[src/hw/length_timer_pkg.sv]
// Constants, register map and field layout of the programmable-length timer core.
// Assumes a single 20 MHz clock and a simple strobe register port.
package length_timer_pkg;

   // ************************************************************
   // Register map
   // ************************************************************
   localparam int          ADDR_W        = 8;
   localparam int          DATA_W        = 16;
   localparam logic [7:0]  OFS_CONTROL   = 8'h00;
   localparam logic [7:0]  OFS_CH0CTRL   = 8'h04;
   localparam logic [7:0]  OFS_COUNT     = 8'h08;
   localparam logic [7:0]  OFS_CH0VALUE  = 8'h0C;
   localparam logic [7:0]  OFS_EXPANSION = 8'h10;

   // ************************************************************
   // Field positions
   // ************************************************************
   localparam int          POS_OVF       = 0;
   localparam int          POS_CLEAR     = 2;
   localparam int          POS_MODE      = 4;
   localparam int          POS_INDIV     = 6;
   localparam int          POS_SOURCE    = 8;
   localparam int          POS_LENGTH    = 11;
   localparam int          POS_CCFLAG    = 0;
   localparam int          POS_EXPAND    = 0;

   // ************************************************************
   // Codes and reset values
   // ************************************************************
   localparam logic [1:0]  MODE_STOP     = 2'h0;
   localparam logic [1:0]  MODE_UP       = 2'h1;
   localparam logic [1:0]  MODE_CONT     = 2'h2;
   localparam logic [1:0]  MODE_UPDOWN   = 2'h3;
   localparam logic [1:0]  SRC_EXT       = 2'h0;
   localparam logic [1:0]  SRC_AUX       = 2'h1;
   localparam logic [1:0]  SRC_SUB       = 2'h2;
   localparam logic [1:0]  SRC_EXT_INV   = 2'h3;
   localparam logic [1:0]  LEN_8         = 2'h0;
   localparam logic [1:0]  LEN_10        = 2'h1;
   localparam logic [1:0]  LEN_12        = 2'h2;
   localparam logic [1:0]  LEN_16        = 2'h3;
   localparam logic [15:0] MAX_8         = 16'h00FF;
   localparam logic [15:0] MAX_10        = 16'h03FF;
   localparam logic [15:0] MAX_12        = 16'h0FFF;
   localparam logic [15:0] MAX_16        = 16'hFFFF;
   localparam logic [15:0] ZERO_WORD     = 16'h0000;
   localparam logic [15:0] ONE_WORD      = 16'h0001;

endpackage : length_timer_pkg

[src/hw/length_timer_core.sv]
// Programmable-length timer counting core with clock select, dividers and flags.
// Assumes a register master with one-cycle strobes and read data one cycle later.
module length_timer_core
(
   // Clock and reset
   input  wire logic                                  mclk,
   input  wire logic                                  rst_n,
   // Register port
   input  wire logic [length_timer_pkg::ADDR_W-1:0]   regAddr,
   input  wire logic [length_timer_pkg::DATA_W-1:0]   regWdata,
   input  wire logic                                  regWrite,
   input  wire logic                                  regRead,
   output logic      [length_timer_pkg::DATA_W-1:0]   regRdata,
   // Clock sources
   input  wire logic                                  extClk,
   input  wire logic                                  auxClk,
   input  wire logic                                  subClk,
   // Status
   output logic      [length_timer_pkg::DATA_W-1:0]   timerCount,
   output logic                                       overflowFlag,
   output logic                                       ccFlag
);

   // ************************************************************
   // Register state
   // ************************************************************
   logic [1:0]  sourceSel_q;
   logic [1:0]  inDiv_q;
   logic [1:0]  mode_q;
   logic [1:0]  length_q;
   logic [2:0]  expand_q;
   logic [15:0] period_q;
   logic [15:0] count_q;
   logic [15:0] count_d;
   logic        dirDown_q;
   logic        dirDown_d;
   logic        ovf_q;
   logic        cc_q;
   logic [15:0] rdata_q;
   logic [15:0] rdata_d;

   // ************************************************************
   // Address decode
   // ************************************************************
   logic wrCtrl;
   logic wrCh0Ctrl;
   logic wrCount;
   logic wrPeriod;
   logic wrExpand;
   logic clearPulse;

   assign wrCtrl     = regWrite && (regAddr == length_timer_pkg::OFS_CONTROL);
   assign wrCh0Ctrl  = regWrite && (regAddr == length_timer_pkg::OFS_CH0CTRL);
   assign wrCount    = regWrite && (regAddr == length_timer_pkg::OFS_COUNT);
   assign wrPeriod   = regWrite && (regAddr == length_timer_pkg::OFS_CH0VALUE);
   assign wrExpand   = regWrite && (regAddr == length_timer_pkg::OFS_EXPANSION);
   assign clearPulse = wrCtrl && regWdata[length_timer_pkg::POS_CLEAR];

   // ************************************************************
   // Clock source and dividers
   // ************************************************************
   logic       srcPulse;
   logic       stage1Pulse;
   logic       tick;
   logic [2:0] stage1Ratio;

   assign stage1Ratio = (inDiv_q == 2'h0) ? 3'h0 :
                        (inDiv_q == 2'h1) ? 3'h1 :
                        (inDiv_q == 2'h2) ? 3'h3 : 3'h7;

   clock_edge_select u_source
   (
      .mclk      (mclk),
      .rst_n     (rst_n),
      .extClk    (extClk),
      .auxClk    (auxClk),
      .subClk    (subClk),
      .sourceSel (sourceSel_q),
      .srcPulse  (srcPulse)
   );

   tick_divider #(.W(3)) u_stage1
   (
      .mclk          (mclk),
      .rst_n         (rst_n),
      .clear         (clearPulse),
      .ratioMinusOne (stage1Ratio),
      .inPulse       (srcPulse),
      .outPulse      (stage1Pulse)
   );

   tick_divider #(.W(3)) u_stage2
   (
      .mclk          (mclk),
      .rst_n         (rst_n),
      .clear         (clearPulse),
      .ratioMinusOne (expand_q),
      .inPulse       (stage1Pulse),
      .outPulse      (tick)
   );

   // ************************************************************
   // Count maximum and next count
   // ************************************************************
   logic [15:0] countMax;
   logic [15:0] countInc;
   logic [15:0] countDec;
   logic        counting;
   logic        periodZero;
   logic        udAsCont;
   logic        setOvf;
   logic        setCc;

   assign countMax   = (length_q == length_timer_pkg::LEN_8)  ? length_timer_pkg::MAX_8 :
                       (length_q == length_timer_pkg::LEN_10) ? length_timer_pkg::MAX_10 :
                       (length_q == length_timer_pkg::LEN_12) ? length_timer_pkg::MAX_12 :
                                                                length_timer_pkg::MAX_16;
   assign countInc   = count_q + length_timer_pkg::ONE_WORD;
   assign countDec   = count_q - length_timer_pkg::ONE_WORD;
   assign counting   = tick && (mode_q != length_timer_pkg::MODE_STOP) && !wrCount && !clearPulse;
   assign periodZero = (period_q == length_timer_pkg::ZERO_WORD);
   assign udAsCont   = (period_q > countMax);

   always_comb
   begin
      count_d   = count_q;
      dirDown_d = dirDown_q;
      setOvf    = 1'b0;
      setCc     = 1'b0;
      case (mode_q)
         length_timer_pkg::MODE_UP:
         begin
            if (periodZero)
            begin
               count_d   = length_timer_pkg::ZERO_WORD;
               dirDown_d = 1'b0;
            end
            else if (count_q >= period_q)
            begin
               count_d = length_timer_pkg::ZERO_WORD;
               setOvf  = (count_q == period_q);
            end
            else
            begin
               count_d = countInc;
               setCc   = (countInc == period_q);
            end
         end
         length_timer_pkg::MODE_CONT:
         begin
            count_d = (count_q >= countMax) ? length_timer_pkg::ZERO_WORD : countInc;
            setOvf  = (count_q >= countMax);
            setCc   = (count_d == period_q);
         end
         length_timer_pkg::MODE_UPDOWN:
         begin
            if (periodZero)
            begin
               count_d   = length_timer_pkg::ZERO_WORD;
               dirDown_d = 1'b0;
            end
            else if (udAsCont)
            begin
               count_d = (count_q >= countMax) ? length_timer_pkg::ZERO_WORD : countInc;
               setOvf  = (count_q >= countMax);
            end
            else if (dirDown_q)
            begin
               if (count_q <= length_timer_pkg::ONE_WORD)
               begin
                  count_d   = length_timer_pkg::ZERO_WORD;
                  dirDown_d = 1'b0;
                  setOvf    = (count_q == length_timer_pkg::ONE_WORD);
               end
               else
                  count_d = countDec;
            end
            else if (count_q >= period_q)
            begin
               count_d   = countDec;
               dirDown_d = (count_q != length_timer_pkg::ONE_WORD);
               setOvf    = (count_q == length_timer_pkg::ONE_WORD);
            end
            else
            begin
               count_d = countInc;
               setCc   = (countInc == period_q);
            end
         end
         default: count_d = count_q;
      endcase
   end

   // ************************************************************
   // Counter and direction
   // ************************************************************
   always_ff @(posedge mclk or negedge rst_n)
   begin
      if (!rst_n)
      begin
         count_q   <= length_timer_pkg::ZERO_WORD;
         dirDown_q <= 1'b0;
      end
      else if (clearPulse)
      begin
         count_q   <= length_timer_pkg::ZERO_WORD;
         dirDown_q <= 1'b0;
      end
      else if (wrCount)
         count_q <= regWdata & countMax;
      else if (counting)
      begin
         count_q   <= count_d & countMax;
         dirDown_q <= dirDown_d;
      end
   end

   // ************************************************************
   // Flags: hardware set wins over software clear
   // ************************************************************
   always_ff @(posedge mclk or negedge rst_n)
   begin
      if (!rst_n)
      begin
         ovf_q <= 1'b0;
         cc_q  <= 1'b0;
      end
      else
      begin
         if (counting && setOvf)
            ovf_q <= 1'b1;
         else if (wrCtrl)
            ovf_q <= regWdata[length_timer_pkg::POS_OVF];
         if (counting && setCc)
            cc_q <= 1'b1;
         else if (wrCh0Ctrl)
            cc_q <= regWdata[length_timer_pkg::POS_CCFLAG];
      end
   end

   // ************************************************************
   // Configuration registers
   // ************************************************************
   always_ff @(posedge mclk or negedge rst_n)
   begin
      if (!rst_n)
      begin
         sourceSel_q <= length_timer_pkg::SRC_EXT;
         inDiv_q     <= 2'h0;
         mode_q      <= length_timer_pkg::MODE_STOP;
         length_q    <= length_timer_pkg::LEN_16;
         expand_q    <= 3'h0;
         period_q    <= length_timer_pkg::ZERO_WORD;
      end
      else
      begin
         if (wrCtrl)
         begin
            sourceSel_q <= regWdata[length_timer_pkg::POS_SOURCE +: 2];
            inDiv_q     <= regWdata[length_timer_pkg::POS_INDIV +: 2];
            mode_q      <= regWdata[length_timer_pkg::POS_MODE +: 2];
            length_q    <= regWdata[length_timer_pkg::POS_LENGTH +: 2];
         end
         if (wrExpand)
            expand_q <= regWdata[length_timer_pkg::POS_EXPAND +: 3];
         if (wrPeriod)
            period_q <= regWdata;
      end
   end

   // ************************************************************
   // Read path
   // ************************************************************
   logic [15:0] ctrlRead;
   logic [15:0] ch0Read;
   logic [15:0] expandRead;

   assign ctrlRead   = {3'h0, length_q, 1'b0, sourceSel_q, inDiv_q, mode_q, 3'h0, ovf_q};
   assign ch0Read    = {15'h0000, cc_q};
   assign expandRead = {13'h0000, expand_q};
   assign rdata_d    = (regAddr == length_timer_pkg::OFS_CONTROL)   ? ctrlRead :
                       (regAddr == length_timer_pkg::OFS_CH0CTRL)   ? ch0Read :
                       (regAddr == length_timer_pkg::OFS_COUNT)     ? count_q :
                       (regAddr == length_timer_pkg::OFS_CH0VALUE)  ? period_q :
                       (regAddr == length_timer_pkg::OFS_EXPANSION) ? expandRead :
                                                                      length_timer_pkg::ZERO_WORD;

   always_ff @(posedge mclk or negedge rst_n)
   begin
      if (!rst_n)
         rdata_q <= length_timer_pkg::ZERO_WORD;
      else if (regRead)
         rdata_q <= rdata_d;
      else
         rdata_q <= length_timer_pkg::ZERO_WORD;
   end

   // ************************************************************
   // Status outputs
   // ************************************************************
   logic [15:0] countOut_q;
   logic        ovfOut_q;
   logic        ccOut_q;

   always_ff @(posedge mclk or negedge rst_n)
   begin
      if (!rst_n)
      begin
         countOut_q <= length_timer_pkg::ZERO_WORD;
         ovfOut_q   <= 1'b0;
         ccOut_q    <= 1'b0;
      end
      else
      begin
         countOut_q <= count_q;
         ovfOut_q   <= ovf_q;
         ccOut_q    <= cc_q;
      end
   end

   assign regRdata     = rdata_q;
   assign timerCount   = countOut_q;
   assign overflowFlag = ovfOut_q;
   assign ccFlag       = ccOut_q;

   // ************************************************************
   // Assertions
   // ************************************************************
   chk_clear_zeroes: assert property (@(posedge mclk) disable iff (!rst_n)
      clearPulse |=> (count_q == 16'h0000) && !dirDown_q)
      else $error("clear did not zero count and direction");
   chk_write_masked: assert property (@(posedge mclk) disable iff (!rst_n)
      wrCount && !clearPulse |=> count_q == ($past(regWdata) & $past(countMax)))
      else $error("count write not masked to length");
   chk_write_noflag: assert property (@(posedge mclk) disable iff (!rst_n)
      wrCount && !ovf_q && !wrCtrl |=> !ovf_q)
      else $error("count write raised overflow");
   chk_stop_holds: assert property (@(posedge mclk) disable iff (!rst_n)
      (mode_q == 2'h0) && !regWrite |=> $stable(count_q))
      else $error("counter moved in stop mode");
   chk_up_wrap: assert property (@(posedge mclk) disable iff (!rst_n)
      counting && (mode_q == 2'h1) && !periodZero && (count_q == period_q)
      |=> (count_q == 16'h0000) && ovf_q)
      else $error("up mode did not wrap with overflow");
   chk_up_compare: assert property (@(posedge mclk) disable iff (!rst_n)
      counting && (mode_q == 2'h1) && (countInc == period_q) && !periodZero |=> cc_q)
      else $error("up mode compare flag missing");
   chk_cont_wrap: assert property (@(posedge mclk) disable iff (!rst_n)
      counting && (mode_q == 2'h2) && (count_q == countMax) |=> (count_q == 16'h0000) && ovf_q)
      else $error("continuous mode did not wrap at maximum");
   chk_ud_reverse: assert property (@(posedge mclk) disable iff (!rst_n)
      counting && (mode_q == 2'h3) && !udAsCont && !periodZero && !dirDown_q && (count_q == period_q)
      |=> (dirDown_q == ($past(period_q) != 16'h0001)) && (count_q == $past(period_q) - 16'h0001))
      else $error("up/down did not reverse at period");
   chk_ud_bottom: assert property (@(posedge mclk) disable iff (!rst_n)
      counting && (mode_q == 2'h3) && !udAsCont && dirDown_q && (count_q == 16'h0001)
      |=> ovf_q && !dirDown_q ##1 (count_q <= 16'h0001))
      else $error("up/down bottom step wrong");
   chk_dir_kept: assert property (@(posedge mclk) disable iff (!rst_n)
      (mode_q == 2'h0) && !clearPulse |=> $stable(dirDown_q))
      else $error("direction lost while stopped");
   chk_flag_sticky: assert property (@(posedge mclk) disable iff (!rst_n)
      ovf_q && !wrCtrl |=> ovf_q)
      else $error("overflow flag dropped without clear");

endmodule : length_timer_core

[src/hw/clock_edge_select.sv]
// Clock source multiplexer and rising-edge detector for the timer core.
// Assumes all source inputs are synchronous to mclk and slower than half its rate.
module clock_edge_select
(
   // Clock and reset
   input  wire logic       mclk,
   input  wire logic       rst_n,
   // Sources
   input  wire logic       extClk,
   input  wire logic       auxClk,
   input  wire logic       subClk,
   input  wire logic [1:0] sourceSel,
   // Selected source edge
   output logic            srcPulse
);

   logic srcLevel;
   logic prevLevel_q;

   assign srcLevel = (sourceSel == length_timer_pkg::SRC_EXT) ? extClk :
                     (sourceSel == length_timer_pkg::SRC_AUX) ? auxClk :
                     (sourceSel == length_timer_pkg::SRC_SUB) ? subClk : ~extClk;
   assign srcPulse = srcLevel & ~prevLevel_q;

   always_ff @(posedge mclk or negedge rst_n)
   begin
      if (!rst_n)
         prevLevel_q <= 1'b0;
      else
         prevLevel_q <= srcLevel;
   end

endmodule : clock_edge_select

[src/hw/tick_divider.sv]
// Pulse divider stage: passes every (ratioMinusOne+1)-th input pulse.
// Assumes clear is a one-cycle pulse; the first pulse after clear passes.
module tick_divider #(
   parameter int W = 3
)
(
   // Clock and reset
   input  wire logic         mclk,
   input  wire logic         rst_n,
   // Control
   input  wire logic         clear,
   input  wire logic [W-1:0] ratioMinusOne,
   // Pulses
   input  wire logic         inPulse,
   output logic              outPulse
);

   logic [W-1:0] count_q;
   logic [W-1:0] count_d;

   assign outPulse = inPulse && (count_q == '0);
   assign count_d  = (count_q >= ratioMinusOne) ? '0 : count_q + 1'b1;

   always_ff @(posedge mclk or negedge rst_n)
   begin
      if (!rst_n)
         count_q <= '0;
      else if (clear)
         count_q <= '0;
      else if (inPulse)
         count_q <= count_d;
   end

endmodule : tick_divider

[config.mk]
export PLATFORM = sky130hd
export DESIGN_NAME = length_timer_core
export DESIGN_NICKNAME = d
export VERILOG_FILES = /design/src/hw/length_timer_pkg.sv /design/src/hw/length_timer_core.sv /design/src/hw/clock_edge_select.sv /design/src/hw/tick_divider.sv
export SDC_FILE = /design/constraint.sdc
export NUM_CORES = 1
export LEC_CHECK = 0
export BUFFER_PORTS_ARGS = -buffer_cell sky130_fd_sc_hd__buf_4
export CORE_ASPECT_RATIO = 1.1
export CORE_MARGIN = 3
export CORE_UTILIZATION = 50
export CTS_CLUSTER_DIAMETER = 80
export DETAILED_ROUTE_END_ITERATION = 10
export PLACE_DENSITY = 0.69
export SYNTH_ARGS = -nofsm -noshare
export SYNTH_HDL_FRONTEND = slang
export SYNTH_SLANG_ARGS = --single-unit
[constraint.sdc]
create_clock -name mclk -period 4.2 [get_ports mclk]
set_input_delay 0.42 -clock mclk [delete_from_list [all_inputs] [get_ports mclk]]
set_output_delay 0.42 -clock mclk [all_outputs]
set_load 0.02 [all_outputs]
==> flow_metrics.env <==
export IMPL_outcome="completed"
export IMPL_die_h_microns=123
export IMPL_dp_hpwl_microns=16600
export IMPL_core_area_sq_um=12100
export IMPL_dr_wl_met3_microns=1440
export IMPL_clk_pin_slew_worst_paths_ns=0.07
export IMPL_numPortBuffers=64
export IMPL_numClockSinks=87
export IMPL_cts_inserted_buffers=9
export IMPL_drive_gt1_share_pct=20.0
export IMPL_crit_required_ns=4.42
export IMPL_ir_drop_v=0.000372
export IMPL_grt_pass1_wl_microns=33300
export IMPL_slowest_delay_ns=0.58
export IMPL_dieArea_sq_um=13900
export IMPL_synth_simple_area_share_pct=20.1
export IMPL_timing_final_setup_violations=0
export IMPL_max_slew_margin_rel_pct=38.0
export IMPL_timing_rr_start="length_q[1]$_DFFE_PN1P_"
export IMPL_synth_compound_area_share_pct=18.6
export IMPL_avgSynthCellArea_sq_um=8.97
export IMPL_layout_commonest_cell="buf_4"
export IMPL_post_cts_setup_buffers=0
export IMPL_r2r_end="count_q[8]$_DFFE_PN0P_"
export IMPL_insertion_delay_ns=0.35
export IMPL_critPathMaxFanout=14
export IMPL_finalHoldViolations=0
export IMPL_switching_power_mw=1.88
export IMPL_ys_ff_latch=87
export IMPL_vias_per_cell=6.41
export IMPL_clk_path_buf_depth=2
export IMPL_die_x_microns=113
export IMPL_place_inst=913
export IMPL_stdcell_area_sq_um=7290
export IMPL_grt_overflow_total=0
export IMPL_io_pins=65
export IMPL_cts_htree_levels=3
export IMPL_area_delta_synth_final_pct=16.6
export IMPL_p_leak_nw=3.38
export IMPL_postCtsHoldBufs=0
export IMPL_antenna_found_initial=0
export IMPL_crit_chain="nand2_1 -> ha_1 -> nand4_1 -> a211oi_1 -> a2111oi_2 -> buf_4 -> a32oi_1 -> o21ai_2 -> a2111oi_4 -> o22ai_1"
export IMPL_period_share_pct=87.7
export IMPL_antenna_cells=0
export IMPL_ys_warn_count=0
export IMPL_async_flop_share_pct=100
export IMPL_grt_util_all_layers_pct=31.5
export IMPL_pwr_share_comb_pct=53.3
export IMPL_synthMuxAreaShare_pct=8.17
export IMPL_synth_top_area_share_pct=34.0
export IMPL_crit_slowest_cell="dfstp_2"
export IMPL_postPlaceCellArea_sq_um=7010
export IMPL_ys_flop_type="dfrtp_1"
export IMPL_wl_met1_microns=8990
export IMPL_instances_no_fill=928
export IMPL_start_util_pct=51.5
export IMPL_cts_tree="built"
export IMPL_pwr_share_seq_pct=28.0
export IMPL_final_antenna_net_count=0
export IMPL_worstPathArrival_ns=3.91
export IMPL_powerDensity_nw_per_um2=561
export IMPL_min_period_ns=3.68
export IMPL_internal_power_mw=2.20
export IMPL_dr_first_iter_drc_count=612
export IMPL_cts_resized_gates=0
export IMPL_syn_nets=773
export IMPL_vias=5945
export IMPL_max_freq_mhz=271
export IMPL_synth_edff_count=0
export IMPL_synth_area_top_cells="dfrtp_1 34%, ha_1 9.0%, mux2_2 5.4%"
export IMPL_startpoint_type="flop"
export IMPL_nets=846
export IMPL_drt_pass1_iter_count=5
export IMPL_tightest_slew_ns=0.921
export IMPL_hp_class="input pin to async pin"
export IMPL_fill_cells=1048
export IMPL_final_cell_mix="92 x buf_4, 85 x dfrtp_1, 71 x nor2_1, 50 x nand2_1, 45 x ha_1"
export IMPL_dr_wl_met2_microns=10100
export IMPL_drv_cap=0
export IMPL_synth_cell_types=75
export IMPL_critPathTopFamily="compound AO/OA/AOI/OAI gates"
export IMPL_path_class="flop to flop"
export IMPL_grt_pass1_vias=5973
export IMPL_cp_end_kind="flop"
export IMPL_route_detailed_wl_per_inst_microns=23.2
export IMPL_synth_xor_area_share_pct=4.76
export IMPL_cts_root_buffer="clkbuf_16"
export IMPL_p_sw_share_pct=46.1
export IMPL_synth_top_family_by_area="simple AND/OR/NAND/NOR gates"
export IMPL_setup_tns_ns=0
export IMPL_syn_area_sq_um=6250
export IMPL_slew_violations=0
export IMPL_drt_total_wl_microns=21600
export IMPL_fin_worst_skew_ns=0.00565
export IMPL_rsz0062_at_grt="no"
export IMPL_syn_inst=697
export IMPL_crit_buf_inv=1
export IMPL_r2r_slack_ns=0.52
export IMPL_yosysSeqAreaShare_pct=34.9
export IMPL_synth_fa_ha_area_share_pct=9.01
export IMPL_synth_top_area_cell="dfrtp_1"
export IMPL_rows=42
export IMPL_p_clk_share_pct=18.6
export IMPL_top_layer="met4"
export IMPL_gp_congestion=0.979
export IMPL_reg2reg_depth=10
export IMPL_cp_startpoint="length_q[1]$_DFFE_PN1P_"
export IMPL_grt_max_degree=59
export IMPL_drc=0
kinds of logic (layout without fill, tap and decap cells):
logic type      Yosys count  count (layout)
simple gates            247             247
mux                      46              46
buf+inv                  69             146
flops                    87              87
xor+xnor                 34              34
compound gates          169             169
fa+ha+maj                45              45
synth_stat cells, drive strengths merged, types with 3 or more instances:
master / instances
a221o: 3
or3: 7
nor4: 11
nand3: 21
nand4: 15
xnor2: 27
o21ai: 44
clkbuf: 21
ha: 45
xor2: 7
o22ai: 8
a31oi: 5
dfrtp: 85
o31ai: 5
a2111oi: 5
a22oi: 14
a21o: 12
nor3b: 5
inv: 39
a221oi: 4
a21oi: 33
and3: 9
a22o: 3
nor3: 21
buf: 9
nand2b: 8
or2: 6
nor2b: 5
a32oi: 4
or4: 5
and4: 4
o211a: 3
nor2: 72
mux2: 30
nand2: 50
mux2i: 15
how the worst max path moves through the flow:
stage	end	slack, ns	cells past startpoint
after floorplan	count_q[11]$_DFFE_PN0P_	1.33	12
after global placement	count_q[8]$_DFFE_PN0P_	0.70	10
after detailed placement	count_q[8]$_DFFE_PN0P_	0.61	10
after CTS	count_q[8]$_DFFE_PN0P_	0.59	10
after global routing	count_q[8]$_DFFE_PN0P_	0.27	10
final	count_q[8]$_DFFE_PN0P_	0.52	10
cell type report:
type                            instances  area (sq um)  area share, %
Clock inverter                          6          46.3          0.635
Sequential cell                        87          2180           29.9
Timing Repair Buffer                   92           691           9.48
Inverter                               39           146           2.01
Clock buffer                            9           225           3.09
Tap cell                              154           193           2.64
Multi-Input combinational cell        541          3800           52.2
state kept, by name (all words and copies together) (netlist names):
signal                cells
count_q                  16
period_q                 16
regRdata                 16
timerCount               16
expand_q                  3
u_stage1.count_q          3
u_stage2.count_q          3
inDiv_q                   2
length_q                  2
mode_q                    2
sourceSel_q               2
ccFlag                    1
cc_q                      1
dirDown_q                 1
overflowFlag              1
ovf_q                     1
u_source.prevLevel_q      1
power groups by stage:
stage | Clock (mW) | Combinational, mW | Sequential (mW)
4_1_cts | 0.773 | 2.13 | 1.14
3_3_place_gp | 0 | 2.12 | 1.15
6_report | 0.761 | 2.18 | 1.14
5_1_grt | 0.800 | 2.37 | 1.16
3_5_place_dp | 0 | 2.12 | 1.15
2_1_floorplan | 0 | 1.41 | 1.16
through the flow:
step                      utilization [%]  hold WS, ns  total power, mW  setup WS (ns)
final                                60.0        0.144             4.08          0.516
after global routing                 60.0        0.190             4.33          0.266
after CTS                            60.0        0.181             4.05          0.591
after detailed placement             57.8        0.404             3.27          0.607
after global placement               57.8        0.411             3.27          0.703
after floorplan                         -        0.124             2.57           1.33
per-layer routing:
metal,vias up,GRT usage (%)
li1,2704,-
met1,2899,40.8
met2,279,51.6
met3,63,4.31
met4,0,16.5
met5,-,0
Note: power is estimated with default switching activity, not from simulation.
